<file path="config.mk">
export PLATFORM = sky130hd
export DESIGN_NAME = pemux_top
export DESIGN_NICKNAME = d
export VERILOG_FILES = /design/src/pemux_pkg.sv /design/src/pemux_top.sv
export SDC_FILE = /design/constraint.sdc
export NUM_CORES = 1
export LEC_CHECK = 0
export BUFFER_PORTS_ARGS = -buffer_cell sky130_fd_sc_hd__clkbuf_2
export CAP_MARGIN = 20
export CORE_MARGIN = 1
export CORE_UTILIZATION = 54
export CTS_CLUSTER_SIZE = 12
export DETAILED_ROUTE_END_ITERATION = 10
export MAX_ROUTING_LAYER = met4
export PLACE_DENSITY = 0.82
export SYNTH_ARGS = -nofsm -noshare
export SYNTH_HDL_FRONTEND = slang
export SYNTH_SLANG_ARGS = --single-unit
</file>
<file path="constraint.sdc">
create_clock -name clk_i -period 3.04 [get_ports clk_i]
set_input_delay 0.152 -clock clk_i [delete_from_list [all_inputs] [get_ports clk_i]]
set_output_delay 0.152 -clock clk_i [all_outputs]
set_load 0.01 [all_outputs]
</file>
<file path="src/pemux_pkg.sv">
// Package with register map, field positions and reset values of the port E pin mux
package pemux_pkg;
  // Word byte addresses
  localparam logic [7:0] ADDR_PE_SEL_LOW = 8'h00;
  localparam logic [7:0] ADDR_PE_SEL_HIGH = 8'h04;
  localparam logic [7:0] ADDR_TMR_ROUTE = 8'h08;
  localparam logic [7:0] ADDR_SER_ROUTE = 8'h0c;
  localparam logic [7:0] ADDR_PA_DATA = 8'h10;
  localparam logic [7:0] ADDR_PA_DIR = 8'h14;
  localparam logic [7:0] ADDR_PE_DATA = 8'h18;
  localparam logic [7:0] ADDR_PE_DIR = 8'h1c;
  localparam logic [7:0] ADDR_PA_WAKE_EN = 8'h20;
  localparam logic [7:0] ADDR_PA_PINS = 8'h24;
  localparam logic [7:0] ADDR_PE_PINS = 8'h28;
  // Implemented bits masks
  localparam logic [7:0] MASK_PE_SEL_HIGH = 8'h03;
  localparam logic [7:0] MASK_TMR_ROUTE = 8'hc9;
  localparam logic [7:0] MASK_SER_ROUTE = 8'h71;
  localparam logic [4:0] MASK_PE_PORT = 5'h1f;
  // Field positions
  localparam int POS_PIN3_FUNC = 6;
  localparam int POS_PIN2_FUNC = 4;
  localparam int POS_PIN1_FUNC = 2;
  localparam int POS_PIN0_FUNC = 0;
  localparam int POS_PIN4_FUNC = 0;
  localparam int POS_PT2_CAP = 7;
  localparam int POS_PT1_CAP = 6;
  localparam int POS_PT2_CLK = 3;
  localparam int POS_STD_CLK = 0;
  localparam int POS_SPI_SEL = 6;
  localparam int POS_SPI_DIN = 5;
  localparam int POS_SPI_CLK = 4;
  localparam int POS_SHARED_RX = 0;
  // Function codes
  localparam logic [1:0] FUNC_ANALOG = 2'h1;
  localparam logic [1:0] FUNC_OPAMP = 2'h2;
  localparam logic [1:0] FUNC_SUPPLY = 2'h1;
  // Reset values
  localparam logic [7:0] RST_SEL = 8'h00;
  localparam logic [7:0] RST_PORT = 8'hff;
  localparam logic [7:0] RST_WAKE = 8'h00;
endpackage : pemux_pkg

</file>
<file path="src/pemux_top.sv">
// Port E function mux, input source routing, port A/E registers and port A wake-up
`timescale 1ns/10ps
module pemux_top (
  // Clock and reset
  input wire logic clk_i,
  input wire logic rst_i,
  // Wishbone slave
  input wire logic wb_cyc_i,
  input wire logic wb_stb_i,
  input wire logic wb_we_i,
  input wire logic [7:0] wb_adr_i,
  input wire logic [3:0] wb_sel_i,
  input wire logic [31:0] wb_dat_i,
  output logic [31:0] wb_dat_o,
  output logic wb_ack_o,
  // Package pins, asynchronous
  input wire logic [7:0] pa_pin_i,
  input wire logic [7:0] pb_pin_i,
  input wire logic [7:0] pc_pin_i,
  input wire logic [4:0] pe_pin_i,
  // Port A and E pin drivers, enable active low
  output logic [7:0] pa_out_o,
  output logic [7:0] pa_oe_n_o,
  output logic [4:0] pe_out_o,
  output logic [4:0] pe_oe_n_o,
  // Port E analog switches
  output logic analog_channel_7_o,
  output logic analog_channel_6_o,
  output logic analog_channel_5_o,
  output logic analog_channel_4_o,
  output logic opamp_noninv_input_o,
  output logic opamp_inv_input_o,
  output logic io_supply_ref_o,
  // Routed peripheral inputs
  output logic ptimer2_capture_in_o,
  output logic ptimer1_capture_in_o,
  output logic ptimer2_ext_clock_o,
  output logic std_timer_ext_clock_o,
  output logic spi_a_select_o,
  output logic spi_a_data_in_o,
  output logic spi_a_clock_o,
  output logic shared_serial_rx_in_o,
  // Power state and wake
  input wire logic sleep_i,
  output logic wake_o
);

  ////////////////////////////////////////////////////////////////////////////
  // Pin synchronisers
  logic [28:0] sync1_reg, sync1_next;
  logic [28:0] sync2_reg, sync2_next;
  logic [7:0] pa_prev_reg, pa_prev_next;
  logic [7:0] pa_s;
  logic [7:0] pb_s;
  logic [7:0] pc_s;
  logic [4:0] pe_s;

  // Only the second stage feeds logic; the first may be metastable
  always_comb begin
    sync1_next = {pe_pin_i, pc_pin_i, pb_pin_i, pa_pin_i};
    sync2_next = sync1_reg;
    pa_prev_next = pa_s;
  end

  always_ff @(posedge clk_i) begin
    sync1_reg <= sync1_next;
    sync2_reg <= sync2_next;
    pa_prev_reg <= pa_prev_next;
  end

  assign pa_s = sync2_reg[7:0];
  assign pb_s = sync2_reg[15:8];
  assign pc_s = sync2_reg[23:16];
  assign pe_s = sync2_reg[28:24];

  ////////////////////////////////////////////////////////////////////////////
  // Registers
  logic [7:0] pe_sel_low_reg, pe_sel_low_next;
  logic [7:0] pe_sel_high_reg, pe_sel_high_next;
  logic [7:0] tmr_route_reg, tmr_route_next;
  logic [7:0] ser_route_reg, ser_route_next;
  logic [7:0] pa_data_reg, pa_data_next;
  logic [7:0] pa_dir_reg, pa_dir_next;
  logic [4:0] pe_data_reg, pe_data_next;
  logic [4:0] pe_dir_reg, pe_dir_next;
  logic [7:0] wake_en_reg, wake_en_next;
  logic ack_reg, ack_next;
  logic [31:0] rdata_reg, rdata_next;
  logic wr_en;
  logic rd_en;

  function automatic logic [7:0] merge_byte(input logic [7:0] old_v, input logic [31:0] dat,
                                            input logic [3:0] sel, input logic [7:0] mask);
    merge_byte = sel[0] ? (dat[7:0] & mask) : old_v;
  endfunction : merge_byte

  // Data reads return the pin level for inputs and the latch for outputs
  function automatic logic [7:0] port_read(input logic [7:0] data_v, input logic [7:0] dir_v,
                                           input logic [7:0] pin_v);
    port_read = (data_v & ~dir_v) | (pin_v & dir_v);
  endfunction : port_read

  assign wr_en = wb_cyc_i && wb_stb_i && wb_we_i && !ack_reg;
  assign rd_en = wb_cyc_i && wb_stb_i && !wb_we_i && !ack_reg;

  always_comb begin
    pe_sel_low_next = pe_sel_low_reg;
    pe_sel_high_next = pe_sel_high_reg;
    tmr_route_next = tmr_route_reg;
    ser_route_next = ser_route_reg;
    pa_data_next = pa_data_reg;
    pa_dir_next = pa_dir_reg;
    pe_data_next = pe_data_reg;
    pe_dir_next = pe_dir_reg;
    wake_en_next = wake_en_reg;
    if (wr_en) begin
      unique case (wb_adr_i)
        pemux_pkg::ADDR_PE_SEL_LOW: pe_sel_low_next = merge_byte(pe_sel_low_reg, wb_dat_i,
                                                    wb_sel_i, 8'hff);
        pemux_pkg::ADDR_PE_SEL_HIGH: pe_sel_high_next = merge_byte(pe_sel_high_reg, wb_dat_i,
                                                    wb_sel_i, pemux_pkg::MASK_PE_SEL_HIGH);
        pemux_pkg::ADDR_TMR_ROUTE: tmr_route_next = merge_byte(tmr_route_reg, wb_dat_i,
                                                    wb_sel_i, pemux_pkg::MASK_TMR_ROUTE);
        pemux_pkg::ADDR_SER_ROUTE: ser_route_next = merge_byte(ser_route_reg, wb_dat_i,
                                                    wb_sel_i, pemux_pkg::MASK_SER_ROUTE);
        // Whole-byte writes only; bit ops are read-modify-write by software
        pemux_pkg::ADDR_PA_DATA: pa_data_next = merge_byte(pa_data_reg, wb_dat_i,
                                                    wb_sel_i, 8'hff);
        pemux_pkg::ADDR_PA_DIR: pa_dir_next = merge_byte(pa_dir_reg, wb_dat_i, wb_sel_i, 8'hff);
        pemux_pkg::ADDR_PE_DATA: pe_data_next = wb_sel_i[0] ? wb_dat_i[4:0] : pe_data_reg;
        pemux_pkg::ADDR_PE_DIR: pe_dir_next = wb_sel_i[0] ? wb_dat_i[4:0] : pe_dir_reg;
        pemux_pkg::ADDR_PA_WAKE_EN: wake_en_next = merge_byte(wake_en_reg, wb_dat_i,
                                                    wb_sel_i, 8'hff);
        default: ;
      endcase
    end
  end

  // Bus answer: ack one cycle after the taking edge, read data with it
  always_comb begin
    ack_next = wb_cyc_i && wb_stb_i && !ack_reg;
    rdata_next = 32'h0000_0000;
    if (rd_en) begin
      unique case (wb_adr_i)
        pemux_pkg::ADDR_PE_SEL_LOW: rdata_next[7:0] = pe_sel_low_reg;
        pemux_pkg::ADDR_PE_SEL_HIGH: rdata_next[7:0] = pe_sel_high_reg &
                                                       pemux_pkg::MASK_PE_SEL_HIGH;
        pemux_pkg::ADDR_TMR_ROUTE: rdata_next[7:0] = tmr_route_reg;
        pemux_pkg::ADDR_SER_ROUTE: rdata_next[7:0] = ser_route_reg;
        // Data reads return pin levels where the pin is an input
        pemux_pkg::ADDR_PA_DATA: rdata_next[7:0] = port_read(pa_data_reg, pa_dir_reg,
                                                             pa_s);
        pemux_pkg::ADDR_PA_DIR: rdata_next[7:0] = pa_dir_reg;
        pemux_pkg::ADDR_PE_DATA: rdata_next[7:0] = port_read({3'h0, pe_data_reg},
                                                             {3'h0, pe_dir_reg}, {3'h0, pe_s});
        pemux_pkg::ADDR_PE_DIR: rdata_next[4:0] = pe_dir_reg;
        pemux_pkg::ADDR_PA_WAKE_EN: rdata_next[7:0] = wake_en_reg;
        pemux_pkg::ADDR_PA_PINS: rdata_next[7:0] = pa_s;
        pemux_pkg::ADDR_PE_PINS: rdata_next[4:0] = pe_s;
        default: rdata_next = 32'h0000_0000;
      endcase
    end
  end

  always_ff @(posedge clk_i) begin
    if (rst_i) begin
      pe_sel_low_reg <= pemux_pkg::RST_SEL;
      pe_sel_high_reg <= pemux_pkg::RST_SEL;
      tmr_route_reg <= pemux_pkg::RST_SEL;
      ser_route_reg <= pemux_pkg::RST_SEL;
      pa_data_reg <= pemux_pkg::RST_PORT;
      pa_dir_reg <= pemux_pkg::RST_PORT;
      pe_data_reg <= pemux_pkg::MASK_PE_PORT;
      pe_dir_reg <= pemux_pkg::MASK_PE_PORT;
      wake_en_reg <= pemux_pkg::RST_WAKE;
    end else begin
      pe_sel_low_reg <= pe_sel_low_next;
      pe_sel_high_reg <= pe_sel_high_next;
      tmr_route_reg <= tmr_route_next;
      ser_route_reg <= ser_route_next;
      pa_data_reg <= pa_data_next;
      pa_dir_reg <= pa_dir_next;
      pe_data_reg <= pe_data_next;
      pe_dir_reg <= pe_dir_next;
      wake_en_reg <= wake_en_next;
    end
  end

  always_ff @(posedge clk_i) begin
    if (rst_i) begin
      ack_reg <= 1'b0;
      rdata_reg <= 32'h0000_0000;
    end else begin
      ack_reg <= ack_next;
      rdata_reg <= rdata_next;
    end
  end

  assign wb_ack_o = ack_reg;
  assign wb_dat_o = rdata_reg;

  ////////////////////////////////////////////////////////////////////////////
  // Function decode, routing and pin drive
  logic [1:0] f3;
  logic [1:0] f2;
  logic [1:0] f1;
  logic [1:0] f0;
  logic [1:0] f4;
  logic [4:0] pe_gpio;
  logic analog_channel_7_reg, analog_channel_7_next;
  logic analog_channel_6_reg, analog_channel_6_next;
  logic analog_channel_5_reg, analog_channel_5_next;
  logic analog_channel_4_reg, analog_channel_4_next;
  logic opamp_noninv_input_reg, opamp_noninv_input_next;
  logic opamp_inv_input_reg, opamp_inv_input_next;
  logic io_supply_ref_reg, io_supply_ref_next;
  logic ptimer2_capture_in_reg, ptimer2_capture_in_next;
  logic ptimer1_capture_in_reg, ptimer1_capture_in_next;
  logic ptimer2_ext_clock_reg, ptimer2_ext_clock_next;
  logic std_timer_ext_clock_reg, std_timer_ext_clock_next;
  logic spi_a_select_reg, spi_a_select_next;
  logic spi_a_data_in_reg, spi_a_data_in_next;
  logic spi_a_clock_reg, spi_a_clock_next;
  logic shared_serial_rx_in_reg, shared_serial_rx_in_next;
  logic [7:0] pa_out_reg, pa_out_next;
  logic [7:0] pa_oe_n_reg, pa_oe_n_next;
  logic [4:0] pe_out_reg, pe_out_next;
  logic [4:0] pe_oe_n_reg, pe_oe_n_next;
  logic wake_reg, wake_next;

  // Two-bit function field starting at a bit position
  function automatic logic [1:0] func_field(input logic [7:0] sel_v, input int pos);
    func_field = sel_v[pos +: 2];
  endfunction : func_field

  // Routed input: alternate pin when the route bit is set
  function automatic logic route_pick(input logic route_bit, input logic alt_pin,
                                      input logic dflt_pin);
    route_pick = route_bit ? alt_pin : dflt_pin;
  endfunction : route_pick

  assign f3 = func_field(pe_sel_low_reg, pemux_pkg::POS_PIN3_FUNC);
  assign f2 = func_field(pe_sel_low_reg, pemux_pkg::POS_PIN2_FUNC);
  assign f1 = func_field(pe_sel_low_reg, pemux_pkg::POS_PIN1_FUNC);
  assign f0 = func_field(pe_sel_low_reg, pemux_pkg::POS_PIN0_FUNC);
  assign f4 = func_field(pe_sel_high_reg, pemux_pkg::POS_PIN4_FUNC);

  // Analog and op-amp switch selects
  always_comb begin
    analog_channel_7_next = (f3 == pemux_pkg::FUNC_ANALOG);
    analog_channel_6_next = (f2 == pemux_pkg::FUNC_ANALOG);
    analog_channel_5_next = (f1 == pemux_pkg::FUNC_ANALOG);
    analog_channel_4_next = (f0 == pemux_pkg::FUNC_ANALOG);
    opamp_noninv_input_next = (f1 == pemux_pkg::FUNC_OPAMP);
    opamp_inv_input_next = (f0 == pemux_pkg::FUNC_OPAMP);
    io_supply_ref_next = (f4 == pemux_pkg::FUNC_SUPPLY);
  end

  always_ff @(posedge clk_i) begin
    if (rst_i) begin
      analog_channel_7_reg <= 1'b0;
      analog_channel_6_reg <= 1'b0;
      analog_channel_5_reg <= 1'b0;
      analog_channel_4_reg <= 1'b0;
      opamp_noninv_input_reg <= 1'b0;
      opamp_inv_input_reg <= 1'b0;
      io_supply_ref_reg <= 1'b0;
    end else begin
      analog_channel_7_reg <= analog_channel_7_next;
      analog_channel_6_reg <= analog_channel_6_next;
      analog_channel_5_reg <= analog_channel_5_next;
      analog_channel_4_reg <= analog_channel_4_next;
      opamp_noninv_input_reg <= opamp_noninv_input_next;
      opamp_inv_input_reg <= opamp_inv_input_next;
      io_supply_ref_reg <= io_supply_ref_next;
    end
  end

  // Peripheral input routing from the synchronised pins
  always_comb begin
    ptimer2_capture_in_next = route_pick(tmr_route_reg[pemux_pkg::POS_PT2_CAP], pc_s[2],
                                         pa_s[4]);
    ptimer1_capture_in_next = route_pick(tmr_route_reg[pemux_pkg::POS_PT1_CAP], pc_s[0],
                                         pa_s[3]);
    ptimer2_ext_clock_next = route_pick(tmr_route_reg[pemux_pkg::POS_PT2_CLK], pa_s[7],
                                        pc_s[3]);
    std_timer_ext_clock_next = route_pick(tmr_route_reg[pemux_pkg::POS_STD_CLK], pa_s[6],
                                          pa_s[1]);
    spi_a_select_next = route_pick(ser_route_reg[pemux_pkg::POS_SPI_SEL], pc_s[4],
                                   pa_s[4]);
    spi_a_data_in_next = route_pick(ser_route_reg[pemux_pkg::POS_SPI_DIN], pb_s[3],
                                    pa_s[6]);
    spi_a_clock_next = route_pick(ser_route_reg[pemux_pkg::POS_SPI_CLK], pb_s[2],
                                  pa_s[5]);
    shared_serial_rx_in_next = route_pick(ser_route_reg[pemux_pkg::POS_SHARED_RX], pc_s[5],
                                          pa_s[7]);
  end

  always_ff @(posedge clk_i) begin
    if (rst_i) begin
      ptimer2_capture_in_reg <= 1'b0;
      ptimer1_capture_in_reg <= 1'b0;
      ptimer2_ext_clock_reg <= 1'b0;
      std_timer_ext_clock_reg <= 1'b0;
      spi_a_select_reg <= 1'b0;
      spi_a_data_in_reg <= 1'b0;
      spi_a_clock_reg <= 1'b0;
      shared_serial_rx_in_reg <= 1'b0;
    end else begin
      ptimer2_capture_in_reg <= ptimer2_capture_in_next;
      ptimer1_capture_in_reg <= ptimer1_capture_in_next;
      ptimer2_ext_clock_reg <= ptimer2_ext_clock_next;
      std_timer_ext_clock_reg <= std_timer_ext_clock_next;
      spi_a_select_reg <= spi_a_select_next;
      spi_a_data_in_reg <= spi_a_data_in_next;
      spi_a_clock_reg <= spi_a_clock_next;
      shared_serial_rx_in_reg <= shared_serial_rx_in_next;
    end
  end

  // Pin drivers: a pin given to a non-GPIO function is never driven
  always_comb begin
    pe_gpio[3] = !analog_channel_7_next;
    pe_gpio[2] = !analog_channel_6_next;
    pe_gpio[1] = !(analog_channel_5_next || opamp_noninv_input_next);
    pe_gpio[0] = !(analog_channel_4_next || opamp_inv_input_next);
    pe_gpio[4] = !io_supply_ref_next;
    // Output level is the data register, high after reset
    pa_out_next = pa_data_reg;
    pa_oe_n_next = pa_dir_reg;
    pe_out_next = pe_data_reg;
    pe_oe_n_next = pe_dir_reg | ~pe_gpio;
  end

  always_ff @(posedge clk_i) begin
    if (rst_i) begin
      pa_out_reg <= pemux_pkg::RST_PORT;
      pa_oe_n_reg <= pemux_pkg::RST_PORT;
      pe_out_reg <= pemux_pkg::MASK_PE_PORT;
      pe_oe_n_reg <= pemux_pkg::MASK_PE_PORT;
    end else begin
      pa_out_reg <= pa_out_next;
      pa_oe_n_reg <= pa_oe_n_next;
      pe_out_reg <= pe_out_next;
      pe_oe_n_reg <= pe_oe_n_next;
    end
  end

  // Wake on a falling edge of an enabled port A pin while asleep
  always_comb begin
    wake_next = sleep_i && |(wake_en_reg & pa_prev_reg & ~pa_s);
  end

  always_ff @(posedge clk_i) begin
    if (rst_i) begin
      wake_reg <= 1'b0;
    end else begin
      wake_reg <= wake_next;
    end
  end

  assign analog_channel_7_o = analog_channel_7_reg;
  assign analog_channel_6_o = analog_channel_6_reg;
  assign analog_channel_5_o = analog_channel_5_reg;
  assign analog_channel_4_o = analog_channel_4_reg;
  assign opamp_noninv_input_o = opamp_noninv_input_reg;
  assign opamp_inv_input_o = opamp_inv_input_reg;
  assign io_supply_ref_o = io_supply_ref_reg;
  assign ptimer2_capture_in_o = ptimer2_capture_in_reg;
  assign ptimer1_capture_in_o = ptimer1_capture_in_reg;
  assign ptimer2_ext_clock_o = ptimer2_ext_clock_reg;
  assign std_timer_ext_clock_o = std_timer_ext_clock_reg;
  assign spi_a_select_o = spi_a_select_reg;
  assign spi_a_data_in_o = spi_a_data_in_reg;
  assign spi_a_clock_o = spi_a_clock_reg;
  assign shared_serial_rx_in_o = shared_serial_rx_in_reg;
  assign pa_out_o = pa_out_reg;
  assign pa_oe_n_o = pa_oe_n_reg;
  assign pe_out_o = pe_out_reg;
  assign pe_oe_n_o = pe_oe_n_reg;
  assign wake_o = wake_reg;

endmodule : pemux_top

</file>
==> impl_metrics.tcl <==
set metrics [dict create \
    drtIter0Drc 240 \
    crit_family "simple AND/OR/NAND/NOR gates" \
    synthCells 525 \
    layout-drive-gt1-share_pct 26.5 \
    crit_chain "and3b_1, nand4_2, nor2_2, nor2b_1, a211o_1" \
    rows 36 \
    vdd_drop_max_v 0.000544 \
    hold_viol 0 \
    yosysWarnings 0 \
    post-route-min-period_ps 1920 \
    critPathMaxFanout 10 \
    yosys-top-cells-area "dfxtp_1, mux2i_1, a211o_1, nor2b_1, buf_4" \
    drc 0 \
    status "finished, final reports clean" \
    synth-edff-count 0 \
    ys_seq_area_share_pct 54.5 \
    critPathBufInv 0 \
    firstDrtPassIters 5 \
    slowest_stage "nor2_2" \
    r2r_slack_ps 1120 \
    worstSetupStartpointType "flip-flop" \
    track_usage_pct 29.5 \
    crit_type "reg -> reg" \
    io_pins 154 \
    synthTopCellsByCount "dfxtp_1, nor2_1, mux2i_1" \
    grt_pass1_vias 4118 \
    yosys.area.top_type "dfxtp_1" \
    overflow 0 \
    die_w_um 103 \
    final_max_slew_viol_count 0 \
    drt-vias-per-instance 5.41 \
    clock_skew_ps 8.28 \
    grt_max_degree 95 \
    maxSlewHeadroom_pct 43.3 \
    ant_nets 0 \
    tns_ps 0 \
    wl_um 14200 \
    layout.nets 731 \
    hold_path_class "in -> reg" \
    grt_first_pass_wirelength_um 21700 \
    cts_buffers 17 \
    setup_viol 0 \
    syn2layout_area_growth_pct 23.7 \
    ctsResizeCount 0 \
    place.gp.congestion 0.914 \
    io_buffers 93 \
    worstMarginPinSlew_ps 851 \
    seq_area_um2 3020 \
    fmax_mhz 521 \
    max_stage_delay_ps 470 \
    synthesis.area_um2 5550 \
    antenna_found_initial 0 \
    place_inst 736 \
    worstPathArrival_ps 2330 \
    postCtsSetupRepairBufs 0 \
    cap_violations 0 \
    fin_cells 794 \
    synthArstFlopShare_pct 0 \
    rsz0062_at_grt "false" \
    vias 4299 \
    clock_latency_ps 520 \
    nFillCells 715 \
    die_h_um 103 \
    cts_sinks 151 \
    p_leak_nw 2.73 \
    cts_tree "yes" \
    multi_input_area_um2 2290 \
    core_um2 9860 \
    powerDensity_nw_per_um2 605 \
    clkTransAtPathRegs_ps 60 \
    synth_most_common_cell "dfxtp_1" \
    synth_ff_type "dfxtp_1" \
    fin_crit_sh_pct 63.1 \
    dpl.hpwl_um 9840 \
    required_ps 3450 \
    cts-root-buf "clkbuf_8" \
    ys_ff_latch 151 \
    die_area_um2 10700 \
    initial_core_util_pct 56.3 \
    antenna_cells 0 \
    cts.path.max_buffers 2 \
    htreeDepth 4 \
    synthDistinctLibCells 52 \
    yosys.area.top_type_share_pct 54.5 \
    critPathCaptureType "flip-flop" \
    wl_per_cell_um 17.9 \
    avgSynthCellArea_um2 10.6 \
]
==> power breakdown <==
part | leakage, nW | switching (mW) | internal [mW]
combinational | 1.24 | 0.126 | 0.0766
clock | 0.253 | 0.801 | 1.11
sequential | 1.24 | 0.0226 | 2.02
==> final timing paths <==
check                           cells past startpoint          start        endpoint
worst min register to register                      0  sync1_reg[19]   sync2_reg[19]
worst min-delay path                                2    wb_dat_i[4]  pe_data_reg[4]
worst max-delay path                                5       wb_ack_o   pe_dir_reg[2]
worst max register to register                      5       wb_ack_o   pe_dir_reg[2]
==> layer usage <==
layer,GRT usage [%],wire (um),part of all wire (%),vias to the layer above
met5,-,0,0,-
met4,15.1,463,3.3,0
met3,7.86,928,6.5,31
met2,47.3,6770,48,185
met1,34.0,6040,43,2046
li1,-,-,-,2037
==> metrics by stage <==
stage               hold WS (ps)  setup WS [ps]  utilization, %  power [mW]  area [um^2]
global placement             254            965            61.3        2.25         6050
detailed placement           256            949            61.3        2.26         6050
finish                      60.3           1120            69.6        4.15         6870
floorplan                    180           1380               -        2.19         5640
CTS                         23.6           1140            69.6        4.19         6870
global route                38.8           1050            69.6        4.30         6870
==> logic make-up after synthesis <==
logic type      after synthesis  share of synthesized area [%]
compound gates               91                           11.1
fa+ha+maj                     4                          0.902
buf+inv                      57                           5.75
flops                       151                           54.5
mux                          43                           8.03
other cells                   1                         0.0676
simple gates                178                           19.7
==> cell usage in the layout, fill, tap and decap left out, types with 7 or more instances in the layout <==
master / synthesis / routed
nand2_1: 19 / 19
buf_4: 27 / 8
a211o_1: 26 / 26
conb_1: 1 / 24
nor2b_1: 33 / 33
clkinvlp_4: 0 / 7
nand3_1: 11 / 11
inv_1: 11 / 11
nor2_1: 42 / 42
dfxtp_1: 151 / 151
a31oi_1: 8 / 8
or2_2: 21 / 21
nand3b_1: 7 / 7
dlygate4sd3_1: 0 / 26
clkbuf_16: 0 / 16
mux2i_1: 40 / 40
clkbuf_2: 0 / 93
o21ai_0: 20 / 20
a21oi_1: 13 / 13
==> area by class of cell <==
cell class	count	share of cell area, %
clock buffers	22	7.03
clock inverters	10	1.04
inverters	11	0.601
multi-input cells	340	33.4
flip-flops and latches	151	44.0
well taps	133	2.42
repair buffers	127	11.4
==> timing repair <==
item                                    in CTS  in global routing
endpoints found under the hold margin       37                  0
hold buffers                                26                  0
endpoints found under the setup margin       0                  0
Note: power is estimated with default switching activity, not from simulation.
